==> src/hw/bmf_pkg.sv <==
// Constants shared by the bus-matching first-in-first-out buffer
//
// Contract
// - Fall-through shows the first word unasked; later words need a read request.
// - Master clear latches fall-through select; it holds until the next master clear.
// - Standard mode drives empty/full; fall-through drives valid/space; others always.
// - Master clear picks one of eight default offset pairs from three inputs.
// - Serial load enable with offset select shifts one serial bit per write tick.
// - Write enable with offset select loads an offset from the data input.
// - Read enable with offset select presents offset contents on the data output.
// - Master clear returns read and write pointers to the first location.
// - Partial clear resets pointers, keeps mode and offsets, recomputes every flag.
// - Asynchronous timing: almost flags fall on one side's tick, rise on other's.
// - Synchronous timing: almost-empty moves on read ticks, almost-full on write ticks.
// - Almost-flag timing select is captured during master clear.
// - Retransmit request low on a read tick rewinds the read pointer.
// - Retransmit latency select low means zero latency, high means normal latency.
// - Zero-latency retransmit loads the first word in response to the request edge.
// - Wide-to-narrow reads: big-endian gives high byte first, little-endian low first.
// - Interspersed parity skips bit 8 in parallel offsets; otherwise bits 16,17 ignored.
// - Parity placement latched at master clear; affects only wide parallel offset loads.
// - Width selects set 18 or 9 bit write and read ports independently.
// - Idle block signals power-down and leaves it as soon as a control acts.
// - Byte order select low means big-endian, high means little-endian.
// - Port widths are fixed by width selects captured during master clear.
// - Fall-through: a word in an empty buffer needs read-clock transitions before showing.
package bmf_pkg;
    localparam int WORD_W = 18;
    localparam int BYTE_W = 9;
    localparam int DEPTH = 16;
    localparam int LVL_W = 5;
    localparam int OFS_W = 10;
    localparam int PAR_BIT = 8;
    localparam logic [LVL_W-1:0] HALF_LVL = 5'h08;
    localparam logic [OFS_W:0] DEPTH_X = 11'h010;
    localparam logic [1:0] FT_TICKS = 2'h2;
    localparam logic [OFS_W-1:0] DEF_OFS [0:7] = '{
        10'h001, 10'h002, 10'h003, 10'h004, 10'h005, 10'h006, 10'h007, 10'h008
    };
endpackage : bmf_pkg

==> src/hw/bmf_top.sv <==
// Bus-matching buffer: mode capture, offsets, byte packing, flags and retransmit
`timescale 1ns/10ps
`default_nettype none
module bmf_top
    import bmf_pkg::*;
(
    input wire logic clk,
    input wire logic rst_n,
    input wire logic wr_tick,
    input wire logic rd_tick,
    input wire logic write_enable_n,
    input wire logic read_enable_n,
    input wire logic [WORD_W-1:0] data_in_bus,
    output logic [WORD_W-1:0] data_out_bus,
    input wire logic master_clear_n,
    input wire logic partial_clear_n,
    input wire logic fall_through_or_serial_in,
    input wire logic serial_load_enable_n,
    input wire logic offset_load_select_n,
    input wire logic default_offset_sel_lo,
    input wire logic default_offset_sel_hi,
    input wire logic almost_flag_timing_select,
    input wire logic retransmit_request_n,
    input wire logic retransmit_latency_select,
    input wire logic byte_order_select,
    input wire logic parity_placement_select,
    input wire logic input_width_select,
    input wire logic output_width_select,
    output logic empty_or_output_valid_n,
    output logic full_or_input_space_n,
    output logic half_full_flag_n,
    output logic almost_empty_flag_n,
    output logic almost_full_flag_n,
    output logic power_down
);
    ////////////////////////////////////////////////////////////////////////////////
    // State

    typedef struct packed {
        logic ft;
        logic sync_af;
        logic rt_zero;
        logic le;
        logic ip;
        logic iw9;
        logic ow9;
        logic [OFS_W-1:0] ae_off;
        logic [OFS_W-1:0] af_off;
        logic pld_sel;
        logic prd_sel;
        logic wr_half;
        logic [BYTE_W-1:0] wr_byte;
        logic rd_half;
        logic [BYTE_W-1:0] rd_hold;
        logic [WORD_W-1:0] q;
        logic q_valid;
        logic load_pend;
        logic [1:0] ft_wait;
        logic rd_tick_d;
        logic wr_tick_d;
        logic ef_n;
        logic ff_n;
        logic hf_n;
        logic pae_n;
        logic paf_n;
    } bmf_state_s;

    bmf_state_s st_r;
    bmf_state_s st_nxt;

    logic clr_n;
    logic [2:0] def_idx;
    logic [OFS_W-1:0] par_ofs;
    logic fifo_push;
    logic [WORD_W-1:0] fifo_wdata;
    logic fifo_in_ready;
    logic fifo_out_valid;
    logic fifo_pop;
    logic [WORD_W-1:0] fifo_rdata;
    logic fifo_rewind;
    logic fifo_rw_pop;
    logic [LVL_W-1:0] fifo_level;
    logic [LVL_W-1:0] fifo_stored;
    logic [LVL_W-1:0] lvl_eff;
    logic ae_cond;
    logic af_cond;

    assign clr_n = master_clear_n && partial_clear_n;
    assign def_idx = {offset_load_select_n, default_offset_sel_hi, default_offset_sel_lo};
    // Interspersed parity drops bit 8 and takes the offset around it
    assign par_ofs = (st_r.ip && !st_r.iw9)
        ? {data_in_bus[PAR_BIT+2:PAR_BIT+1], data_in_bus[PAR_BIT-1:0]}
        : data_in_bus[OFS_W-1:0];

    ////////////////////////////////////////////////////////////////////////////////
    // Storage

    bmf_fifo #(.W(WORD_W), .D(DEPTH)) u_fifo (
        .clk(clk),
        .rst_n(rst_n),
        .clr(!clr_n),
        .rewind(fifo_rewind),
        .rewind_pop(fifo_rw_pop),
        .in_valid(fifo_push),
        .in_ready(fifo_in_ready),
        .in_data(fifo_wdata),
        .out_valid(fifo_out_valid),
        .out_ready(fifo_pop),
        .out_data(fifo_rdata),
        .level(fifo_level),
        .stored(fifo_stored)
    );

    ////////////////////////////////////////////////////////////////////////////////
    // Next state

    always_comb begin
        st_nxt = st_r;
        fifo_push = 1'b0;
        fifo_wdata = '0;
        fifo_pop = 1'b0;
        fifo_rewind = 1'b0;
        fifo_rw_pop = 1'b0;
        st_nxt.rd_tick_d = rd_tick;
        st_nxt.wr_tick_d = wr_tick;

        if (!master_clear_n) begin
            st_nxt.ft = fall_through_or_serial_in;
            st_nxt.sync_af = almost_flag_timing_select;
            st_nxt.rt_zero = !retransmit_latency_select;
            st_nxt.le = byte_order_select;
            st_nxt.ip = parity_placement_select;
            st_nxt.iw9 = input_width_select;
            st_nxt.ow9 = output_width_select;
            st_nxt.ae_off = DEF_OFS[def_idx];
            st_nxt.af_off = DEF_OFS[def_idx];
            st_nxt.pld_sel = 1'b0;
            st_nxt.prd_sel = 1'b0;
        end

        if (!clr_n) begin
            // Partial clear drops data in flight but keeps modes and offsets
            st_nxt.wr_half = 1'b0;
            st_nxt.rd_half = 1'b0;
            st_nxt.q_valid = 1'b0;
            st_nxt.load_pend = 1'b0;
            st_nxt.ft_wait = 2'h0;
            st_nxt.q = '0;
        end else begin
            // Write side
            if (wr_tick) begin
                if (!offset_load_select_n && !write_enable_n) begin
                    if (st_r.pld_sel) begin
                        st_nxt.af_off = par_ofs;
                    end else begin
                        st_nxt.ae_off = par_ofs;
                    end
                    st_nxt.pld_sel = !st_r.pld_sel;
                end else if (!offset_load_select_n && !serial_load_enable_n) begin
                    // Empty offset leaves first, new bit enters the full offset
                    {st_nxt.ae_off, st_nxt.af_off} =
                        {st_r.ae_off[OFS_W-2:0], st_r.af_off, fall_through_or_serial_in};
                end else if (!write_enable_n && fifo_in_ready) begin
                    if (st_r.iw9 && !st_r.ow9 && !st_r.wr_half) begin
                        st_nxt.wr_byte = data_in_bus[BYTE_W-1:0];
                        st_nxt.wr_half = 1'b1;
                    end else begin
                        fifo_push = 1'b1;
                        st_nxt.wr_half = 1'b0;
                        if (st_r.iw9 && !st_r.ow9) begin
                            fifo_wdata = st_r.le ? {data_in_bus[BYTE_W-1:0], st_r.wr_byte}
                                                 : {st_r.wr_byte, data_in_bus[BYTE_W-1:0]};
                        end else if (st_r.iw9) begin
                            fifo_wdata = {{BYTE_W{1'b0}}, data_in_bus[BYTE_W-1:0]};
                        end else begin
                            fifo_wdata = data_in_bus;
                        end
                    end
                end
            end

            // Word fetched from storage lands one cycle after the pop
            if (st_r.load_pend) begin
                st_nxt.load_pend = 1'b0;
                st_nxt.q_valid = 1'b1;
                if (!st_r.iw9 && st_r.ow9) begin
                    st_nxt.rd_half = 1'b1;
                    if (st_r.le) begin
                        st_nxt.q = {{BYTE_W{1'b0}}, fifo_rdata[BYTE_W-1:0]};
                        st_nxt.rd_hold = fifo_rdata[WORD_W-1:BYTE_W];
                    end else begin
                        st_nxt.q = {{BYTE_W{1'b0}}, fifo_rdata[WORD_W-1:BYTE_W]};
                        st_nxt.rd_hold = fifo_rdata[BYTE_W-1:0];
                    end
                end else begin
                    st_nxt.q = fifo_rdata;
                end
            end

            // Read side
            if (rd_tick) begin
                if (!offset_load_select_n && !read_enable_n) begin
                    st_nxt.q = {{(WORD_W-OFS_W){1'b0}}, st_r.prd_sel ? st_r.af_off : st_r.ae_off};
                    st_nxt.prd_sel = !st_r.prd_sel;
                end else if (!retransmit_request_n) begin
                    fifo_rewind = 1'b1;
                    st_nxt.rd_half = 1'b0;
                    st_nxt.q_valid = 1'b0;
                    st_nxt.ft_wait = 2'h0;
                    if (st_r.rt_zero && fifo_stored != '0) begin
                        fifo_rw_pop = 1'b1;
                        st_nxt.load_pend = 1'b1;
                    end
                end else if (!read_enable_n && (!st_r.ft || st_r.q_valid)) begin
                    if (st_r.rd_half) begin
                        st_nxt.q = {{BYTE_W{1'b0}}, st_r.rd_hold};
                        st_nxt.rd_half = 1'b0;
                    end else if (fifo_out_valid && !st_r.load_pend) begin
                        fifo_pop = 1'b1;
                        st_nxt.load_pend = 1'b1;
                        st_nxt.q_valid = 1'b0;
                    end else begin
                        st_nxt.q_valid = 1'b0;
                    end
                end else if (st_r.ft && !st_r.q_valid && !st_r.load_pend && fifo_out_valid) begin
                    // First word falls through unasked after a short read-clock delay
                    if (st_r.ft_wait == FT_TICKS - 2'h1) begin
                        fifo_pop = 1'b1;
                        st_nxt.load_pend = 1'b1;
                        st_nxt.ft_wait = 2'h0;
                    end else begin
                        st_nxt.ft_wait = st_r.ft_wait + 2'h1;
                    end
                end
            end
        end

        ////////////////////////////////////////////////////////////////////////////////
        // Flags, seen as empty while any clear is held

        lvl_eff = clr_n ? fifo_level : '0;
        ae_cond = OFS_W'(lvl_eff) <= st_nxt.ae_off;
        af_cond = ({1'b0, OFS_W'(lvl_eff)} + {1'b0, st_nxt.af_off}) >= DEPTH_X;

        if (!clr_n) begin
            st_nxt.pae_n = !ae_cond;
            st_nxt.paf_n = !af_cond;
        end else if (st_r.sync_af) begin
            if (st_r.rd_tick_d) begin
                st_nxt.pae_n = !ae_cond;
            end
            if (st_r.wr_tick_d) begin
                st_nxt.paf_n = !af_cond;
            end
        end else begin
            if (st_r.rd_tick_d && ae_cond) begin
                st_nxt.pae_n = 1'b0;
            end else if (st_r.wr_tick_d && !ae_cond) begin
                st_nxt.pae_n = 1'b1;
            end
            if (st_r.wr_tick_d && af_cond) begin
                st_nxt.paf_n = 1'b0;
            end else if (st_r.rd_tick_d && !af_cond) begin
                st_nxt.paf_n = 1'b1;
            end
        end

        st_nxt.hf_n = !(lvl_eff > HALF_LVL);
        if (st_nxt.ft) begin
            st_nxt.ef_n = !st_nxt.q_valid;
            st_nxt.ff_n = clr_n ? !fifo_in_ready : 1'b0;
        end else begin
            st_nxt.ef_n = (lvl_eff != '0) || st_nxt.rd_half;
            st_nxt.ff_n = clr_n ? fifo_in_ready : 1'b1;
        end
    end

    always_ff @(posedge clk or negedge rst_n) begin
        if (!rst_n) begin
            st_r <= '0;
            st_r.ff_n <= 1'b1;
            st_r.hf_n <= 1'b1;
            st_r.paf_n <= 1'b1;
        end else begin
            st_r <= st_nxt;
        end
    end

    ////////////////////////////////////////////////////////////////////////////////
    // Outputs

    assign data_out_bus = st_r.q;
    assign empty_or_output_valid_n = st_r.ef_n;
    assign full_or_input_space_n = st_r.ff_n;
    assign half_full_flag_n = st_r.hf_n;
    assign almost_empty_flag_n = st_r.pae_n;
    assign almost_full_flag_n = st_r.paf_n;
    // Combinational so that any control activity ends power-down at once
    assign power_down = clr_n && !st_r.load_pend
        && !(wr_tick && !(write_enable_n && serial_load_enable_n))
        && !(rd_tick && !(read_enable_n && retransmit_request_n));
endmodule : bmf_top
`default_nettype wire

==> src/hw/bmf_mem.sv <==
// Word storage with registered read data
`timescale 1ns/10ps
`default_nettype none
module bmf_mem #(
    parameter int W = 18,
    parameter int D = 16
) (
    input wire logic clk,
    input wire logic rst_n,
    input wire logic we,
    input wire logic [$clog2(D)-1:0] waddr,
    input wire logic [W-1:0] wdata,
    input wire logic re,
    input wire logic [$clog2(D)-1:0] raddr,
    output logic [W-1:0] rdata
);
    logic [W-1:0] mem [0:D-1];

    always_ff @(posedge clk) begin
        if (we) begin
            mem[waddr] <= wdata;
        end
    end

    // Read during write of the same slot returns the old word
    always_ff @(posedge clk or negedge rst_n) begin
        if (!rst_n) begin
            rdata <= '0;
        end else if (re) begin
            rdata <= mem[raddr];
        end
    end
endmodule : bmf_mem
`default_nettype wire

==> src/hw/bmf_fifo.sv <==
// Parameterised buffer with valid/ready on both sides and a rewind port
`timescale 1ns/10ps
`default_nettype none
module bmf_fifo #(
    parameter int W = 18,
    parameter int D = 16
) (
    input wire logic clk,
    input wire logic rst_n,
    input wire logic clr,
    input wire logic rewind,
    input wire logic rewind_pop,
    input wire logic in_valid,
    output logic in_ready,
    input wire logic [W-1:0] in_data,
    output logic out_valid,
    input wire logic out_ready,
    output logic [W-1:0] out_data,
    output logic [$clog2(D):0] level,
    output logic [$clog2(D):0] stored
);
    localparam int AW = $clog2(D);

    typedef struct packed {
        logic [AW:0] wp;
        logic [AW:0] rp;
    } bmf_fifo_s;

    bmf_fifo_s st_r;
    bmf_fifo_s st_nxt;
    logic push;
    logic pop;
    logic [AW-1:0] raddr;

    assign level = st_r.wp - st_r.rp;
    assign stored = st_r.wp;
    assign in_ready = level != (AW+1)'(D);
    assign out_valid = level != '0;
    assign push = in_valid && in_ready && !clr;
    assign pop = out_valid && out_ready && !clr && !rewind;
    assign raddr = rewind ? '0 : st_r.rp[AW-1:0];

    always_comb begin
        st_nxt = st_r;
        if (clr) begin
            st_nxt = '0;
        end else begin
            if (push) begin
                st_nxt.wp = st_r.wp + 1'b1;
            end
            // Rewind only makes sense while no more than D words were written since clear
            if (rewind) begin
                st_nxt.rp = rewind_pop ? (AW+1)'(1) : '0;
            end else if (pop) begin
                st_nxt.rp = st_r.rp + 1'b1;
            end
        end
    end

    always_ff @(posedge clk or negedge rst_n) begin
        if (!rst_n) begin
            st_r <= '0;
        end else begin
            st_r <= st_nxt;
        end
    end

    bmf_mem #(.W(W), .D(D)) u_mem (
        .clk(clk),
        .rst_n(rst_n),
        .we(push),
        .waddr(st_r.wp[AW-1:0]),
        .wdata(in_data),
        .re(pop || (rewind && rewind_pop)),
        .raddr(raddr),
        .rdata(out_data)
    );
endmodule : bmf_fifo
`default_nettype wire

==> config.mk <==
export PLATFORM = sky130hd
export DESIGN_NAME = bmf_top
export DESIGN_NICKNAME = d
export VERILOG_FILES = /design/src/hw/bmf_pkg.sv /design/src/hw/bmf_top.sv /design/src/hw/bmf_mem.sv /design/src/hw/bmf_fifo.sv
export SDC_FILE = /design/constraint.sdc
export NUM_CORES = 1
export LEC_CHECK = 0
export ABC_AREA = 1
export BUFFER_PORTS_ARGS = -buffer_cell sky130_fd_sc_hd__buf_2
export CAP_MARGIN = 20
export CORE_AREA = 2 2 255 257
export CTS_CLUSTER_DIAMETER = 100
export DETAILED_ROUTE_END_ITERATION = 10
export DIE_AREA = 0 0 257 259
export HOLD_SLACK_MARGIN = 0.1
export PLACE_DENSITY_LB_ADDON = 0.2
export SLEW_MARGIN = 10
export SYNTH_ARGS = -nofsm -noshare
export SYNTH_HDL_FRONTEND = slang
export SYNTH_SLANG_ARGS = --single-unit
==> constraint.sdc <==
create_clock -name clk -period 4.16 [get_ports clk]
set_clock_uncertainty 0.1 [all_clocks]
set_input_delay 0.416 -clock clk [delete_from_list [all_inputs] [get_ports clk]]
set_output_delay 0.416 -clock clk [all_outputs]
set_load 0.005 [all_outputs]
======== Word-level counts from Yosys, hierarchy flattened ========
Memories as Yosys holds them, arrays and structs flattened. A register that Yosys moved wholly into a read port is not among the register bits.
Cells that the tools add are included.
word-level totals
  flip-flop bits (word level) ............. 88
  RAM bits ................................ 288
  ROM bits ................................ 80
  bits of input ports ..................... 38
  word-level logic and storage cells ...... 229
  memories kept ........................... 2
memories
  memory            depth  width  rd ports  clocked after memory_dff  write ports  line            source
  u_fifo.u_mem.mem  16     18     1         1                         1            bmf_mem.sv:17   logic [W-1:0] mem [0:D-1];
  (no name shown)   8      10     1         0                         0            bmf_top.sv:136  st_nxt.af_off = DEF_OFS[def_idx];
operators by class
  add/subtract/negate cells ............... 5
  $lt $le $gt $ge ......................... 4
  eq/ne operators ......................... 16
  multiplexer cells ....................... 103
  bitwise logic cells ..................... 3
  reductions and logical operators ........ 68
operators with widths
  kind                                                                     number
  18-bit 2-to-1 mux                                                        13
  10-bit 2-to-1 mux                                                        12
  27-bit 2-to-1 mux                                                        4
  22-bit 2-to-1 mux                                                        3
  1-bit 2-to-1 mux                                                         50
  20-bit 2-to-1 mux                                                        2
  1-bit logical AND                                                        32
  30-bit 2-to-1 mux                                                        1
  29-bit 2-to-1 mux                                                        1
  1-bit logical NOT                                                        24
  21-bit 2-to-1 mux                                                        1
  5-bit 2-to-1 mux                                                         4
  19-bit 2-to-1 mux                                                        1
  5-bit nonzero test                                                       3
  2-bit 2-to-1 mux                                                         6
  4-bit 2-to-1 mux                                                         3
  5-bit by 10-bit adder with 11-bit output                                 1
  11-bit by 5-bit >= comparator with 1-bit output, second input constant   1
  5-bit by 1-bit adder with 5-bit output, second input constant            2
  5-bit by 10-bit <= comparator with 1-bit output                          1
  2-bit inequality test, second input constant                             5
  9-bit 2-to-1 mux                                                         1
  3-bit inequality test, second input constant                             3
  4-bit by 2-bit inequality test with 1-bit output, second input constant  2
  17 further kinds                                                         23

======== Logic depth before layout (Yosys ltp) ========
  word-level depth ........................ 17
  depth in mapped cells ................... 19

======== Cells and area by module ========
A second synthesis with hierarchy kept.
second synthesis, totals
  cell total of the unflattened synthesis .. 1857
  area total of the unflattened synthesis .. 18317.6 µm²
modules (own cells, without submodules)
  module    times used  cells an instance  area an instance (µm²)
  bmf_mem   1           1045               12265.5
  bmf_top   1           684                5136.2
  bmf_fifo  1           128                915.9

======== Least setup slack after synthesis ========
Ideal clock, no wire load.
  kind .................................... reg-to-reg
  from .................................... register u_fifo.st_r (netlist bit u_fifo.stored[0])
  to ...................................... memory u_fifo.u_mem.mem[7][0], enable pin
  library setup time ...................... 0.416 ns
  arrival time ............................ 3.215 ns
  slack ................................... 0.429 ns
  stages on the path, launching flop included .. 13
  period minus slack after synthesis ...... 3.731 ns
  path through ............................ dfrtp_1 -> inv_1 -> ha_1 -> inv_1 -> fa_1 -> nand3_1 -> nand2_1 -> xor2_1 -> inv_1 -> nand2_1 -> nand4_1 -> clkbuf_1 -> nor3_1
on the way
  word-level cells in the longest chain between the ends .. 12
RTL lines
  item                                    line            source
  start, declared                         bmf_fifo.sv:29  bmf_fifo_s st_r;
  start signal, assigned                  bmf_fifo.sv:64  st_r <= st_nxt;
  5-bit subtractor                        bmf_fifo.sv:35  assign level = st_r.wp - st_r.rp;
  5-bit inequality test                   bmf_fifo.sv:37  assign in_ready = level != (AW+1)'(D);
  1-bit logical AND                       bmf_top.sv:163  end else if (!write_enable_n && fifo_in_ready) begin
  1-bit 2-to-1 mux                        bmf_top.sv:163
  1-bit 2-to-1 mux                        bmf_top.sv:159  end else if (!offset_load_select_n && !serial_load_enable_n) begin
  1-bit 2-to-1 mux                        bmf_top.sv:152  if (!offset_load_select_n && !write_enable_n) begin
  1-bit 2-to-1 mux                        bmf_top.sv:151  if (wr_tick) begin
  1-bit 2-to-1 mux                        bmf_top.sv:141  if (!clr_n) begin
  1-bit logical AND (2 in a row)          bmf_fifo.sv:39  assign push = in_valid && in_ready && !clr;
  1-bit 2-to-1 mux                        bmf_mem.sv:20   if (we) begin
  1-bit 2-to-1 mux (implied by the code)  bmf_mem.sv:21   mem[waddr] <= wdata;
  end, declared                           bmf_mem.sv:17
Several ways; a longest one is shown, not always the timed one.

======== Final worst setup path ========
  from .................................... register u_fifo.st_r (netlist bit u_fifo.stored[0])
  to ...................................... memory u_fifo.u_mem.mem[14][8] (data pin)
on the way
  word-level cells in the longest chain between the ends .. 8
RTL lines
  item                   line            source
  5-bit subtractor       bmf_fifo.sv:35
  5-bit inequality test  bmf_fifo.sv:37
  1-bit logical AND      bmf_top.sv:163
  18-bit 2-to-1 mux      bmf_top.sv:163
  18-bit 2-to-1 mux      bmf_top.sv:159
  18-bit 2-to-1 mux      bmf_top.sv:152
  18-bit 2-to-1 mux      bmf_top.sv:151
  18-bit 2-to-1 mux      bmf_top.sv:141
  net fifo_wdata[8]      bmf_top.sv:75   logic [WORD_W-1:0] fifo_wdata;
The timed path passes the listed nets, and every way through them passes these cells.

==> flow_metrics.tcl <==
set metrics [dict create \
    synth_warnings 0 \
    drv_slew 0 \
    outcome "completed" \
    cts_tree "built" \
    crit_type "reg -> reg" \
    ys_seq_area_share_pct 59.73 \
    syn_inst 1956 \
    hold_path.class "in -> reg" \
    die_y_um 259 \
    initial_core_util_pct 29.63 \
    synth_cell_types 49 \
    hold_violations 0 \
    first_pass_iters 5 \
    slew_headroom_pct 25.39 \
    grt_pass1_vias 13750 \
    tightest_slew_ns 1.119 \
    cp_data_required_time_ns 4.28 \
    clock_latency_ns 0.60 \
    crit_path_max_fanout 18 \
    power_leakage_uw 0.009293 \
    postRouteAntennaNets 0 \
    grt_max_degree 203 \
    dpl_cell_area_mm2 0.02028 \
    start_kind "flop" \
    core_area_mm2 0.06388 \
    ios 62 \
    p_per_area_mw_per_mm2 417.9 \
    routed_wl_um 57300 \
    synth.avg_cell_area_um2 9.676 \
    synth_top_cell_by_area "edfxtp_1" \
    place.port_buffers 61 \
    synth_nets 2017 \
    grtUsageTotal_pct 17.12 \
    finalWorstSetupSlack_ns 0.6834 \
    layout_common_cells "nand3_1, nand2_1, edfxtp_1" \
    final_cell_area_mm2 0.02200 \
    dpl.hpwl_um 35560 \
    setup_viol 0 \
    dp_slack_ns 0.7071 \
    synth_top_area_share_pct 45.70 \
    first_iter_violations 1126 \
    fin_crit_sh_pct 83.57 \
    rsz0062_at_grt "false" \
    drive_above_1_share_pct 13.68 \
    final_common_cell "nand3_1" \
    dieArea_mm2 0.06656 \
    endpoint_kind "flop" \
    antenna_found_initial 2 \
    syn_area_mm2 0.01893 \
    cts_inserted_buffers 46 \
    cts_sinks 394 \
    max_cap_viol_count 0 \
    dieWidth_um 257 \
    ys_ff_latch 394 \
    clock.fmax_mhz 287.6 \
    utilization_pct 34.44 \
    tns_ns 0 \
    viasPerCell 4.798 \
    crit_arrival_ns 3.60 \
    wl_per_cell_um 19.64 \
    gp_congestion 0.8448 \
    ir_drop_v 0.0002135 \
    final_nets 2085 \
    row_count 93 \
    overflow 0 \
    clk_path_buf_depth 3 \
    grt_pass1_wl_um 86320 \
    period_needed_ns 3.477 \
    drc 0 \
    num_vias 14000 \
    cts_root_buffer "clkbuf_16" \
    ctsResizeCount 0 \
    syn2layout_area_growth_pct 16.26 \
    cts.clk_slew.worst_paths_ns 0.06 \
    synthTopCellsByArea "edfxtp_1, dfrtp_1, nand3_1" \
    htree_levels 2 \
]
==> synth_stat cells, drive strengths merged <==
cell and n:
a21o 2, a21oi 43, a221o 1, a22o 1, a22oi 4, a2bb2oi 5
a31oi 10, buf 81, clkbuf 40, clkinv 3, dfrtp 103, dfstp 3
edfxtp 288, fa 2, ha 21, inv 256, mux2i 2, nand2 355
nand3 355, nand3b 36, nand4 5, nor2 121, nor3 28, nor4 1
o2111a 1, o2111ai 18, o211ai 6, o21ai 71, o221ai 11, o22ai 8
o311ai 4, o32ai 2, or2 59, xnor2 3, xor2 7
==> layer usage <==
| layer | part of all wire [%] | GRT usage [%] |
|---|---|---|
| met1 | 44 | 22.50 |
| met4 | 4.4 | 7.720 |
| met3 | 5.5 | 3.251 |
| met2 | 46 | 27.46 |
| met5 | 0.014 | 0 |
==> worst paths after layout <==
check	startpoint	to	slack [ns]	depth (start not counted)
max in group asynchronous	rst_n	almost_full_flag_n	2.81	3
max reg2reg	u_fifo.stored[0]	u_fifo.u_mem.mem[14][8]	0.68	12
min reg2reg	almost_full_flag_n	almost_full_flag_n	0.39	2
min	partial_clear_n	almost_full_flag_n	0.18	5
min in group asynchronous	rst_n	data_out_bus[13]	0.33	2
max	u_fifo.stored[0]	u_fifo.u_mem.mem[14][8]	0.68	12
==> report_power, final <==
group	internal (uW)	total [uW]	switching [uW]
combinational	235	701	466
sequential	4290	4390	99.9
clock	2440	4100	1660
==> registers in the layout, indices dropped and copies added, names as in the netlist <==
signal and cells:
half_full_flag_n 1, u_fifo.stored 5, u_fifo.u_mem.mem 288, empty_or_output_valid_n 1, full_or_input_space_n 1, data_out_bus 18
u_fifo.u_mem.rdata 18, u_fifo.st_r 5, st_r 55, almost_empty_flag_n 1, almost_full_flag_n 1
==> critical path: stages, from the launching register on <==
cell and delay (ns):
dfrtp_1 0.44, inv_1 0.13, ha_1 0.15, inv_1 0.05, fa_1 0.39, nand3_1 0.09
nand2_1 0.07, xor2_1 0.19, inv_1 0.08, nand2_1 0.11, nand4_1 0.19, buf_4 0.28
a21oi_1 0.85
==> cell type report <==
type	instances	area, um2
fillers	6535	41880
flip-flops and latches	394	11310
multi-input cells	1182	6117
clock buffers	64	1259
well taps	855	1070
repair buffers	141	1006
inverters	259	972.2
clock inverters	22	267.8
diodes	1	2.502
==> timing repair <==
item | in CTS | in global routing
setup buffers | 0 | 0
endpoints found under the hold margin | 66 | 0
hold buffers | 19 | 0
==> through the flow <==
stage,cells,hold slack [ns],total power (uW)
finish,2918,0.1797,9194
global route,2917,0.2076,9553
CTS,2917,0.1447,9308
detailed placement,2812,0.3809,5164
global placement,2812,0.3807,5160
floorplan,1956,0.02041,4883
==> cells by family (layout without fill, tap and decap cells) <==
group                    after synthesis  after routing  share of synthesized area, %
AO/OA/AOI/OAI                        187            187                         6.115
XOR/XNOR                              10             10                        0.4628
adder cells (fa/ha/maj)               23             23                         1.600
buffers and inverters                380            486                         8.423
flip-flops                           394            394                         59.73
multiplexers                           2              2                        0.1058
other                                  0              1                             0
AND/OR/NAND/NOR                      960            960                         23.56
No activity file was read; power rests on OpenSTA's default activity.
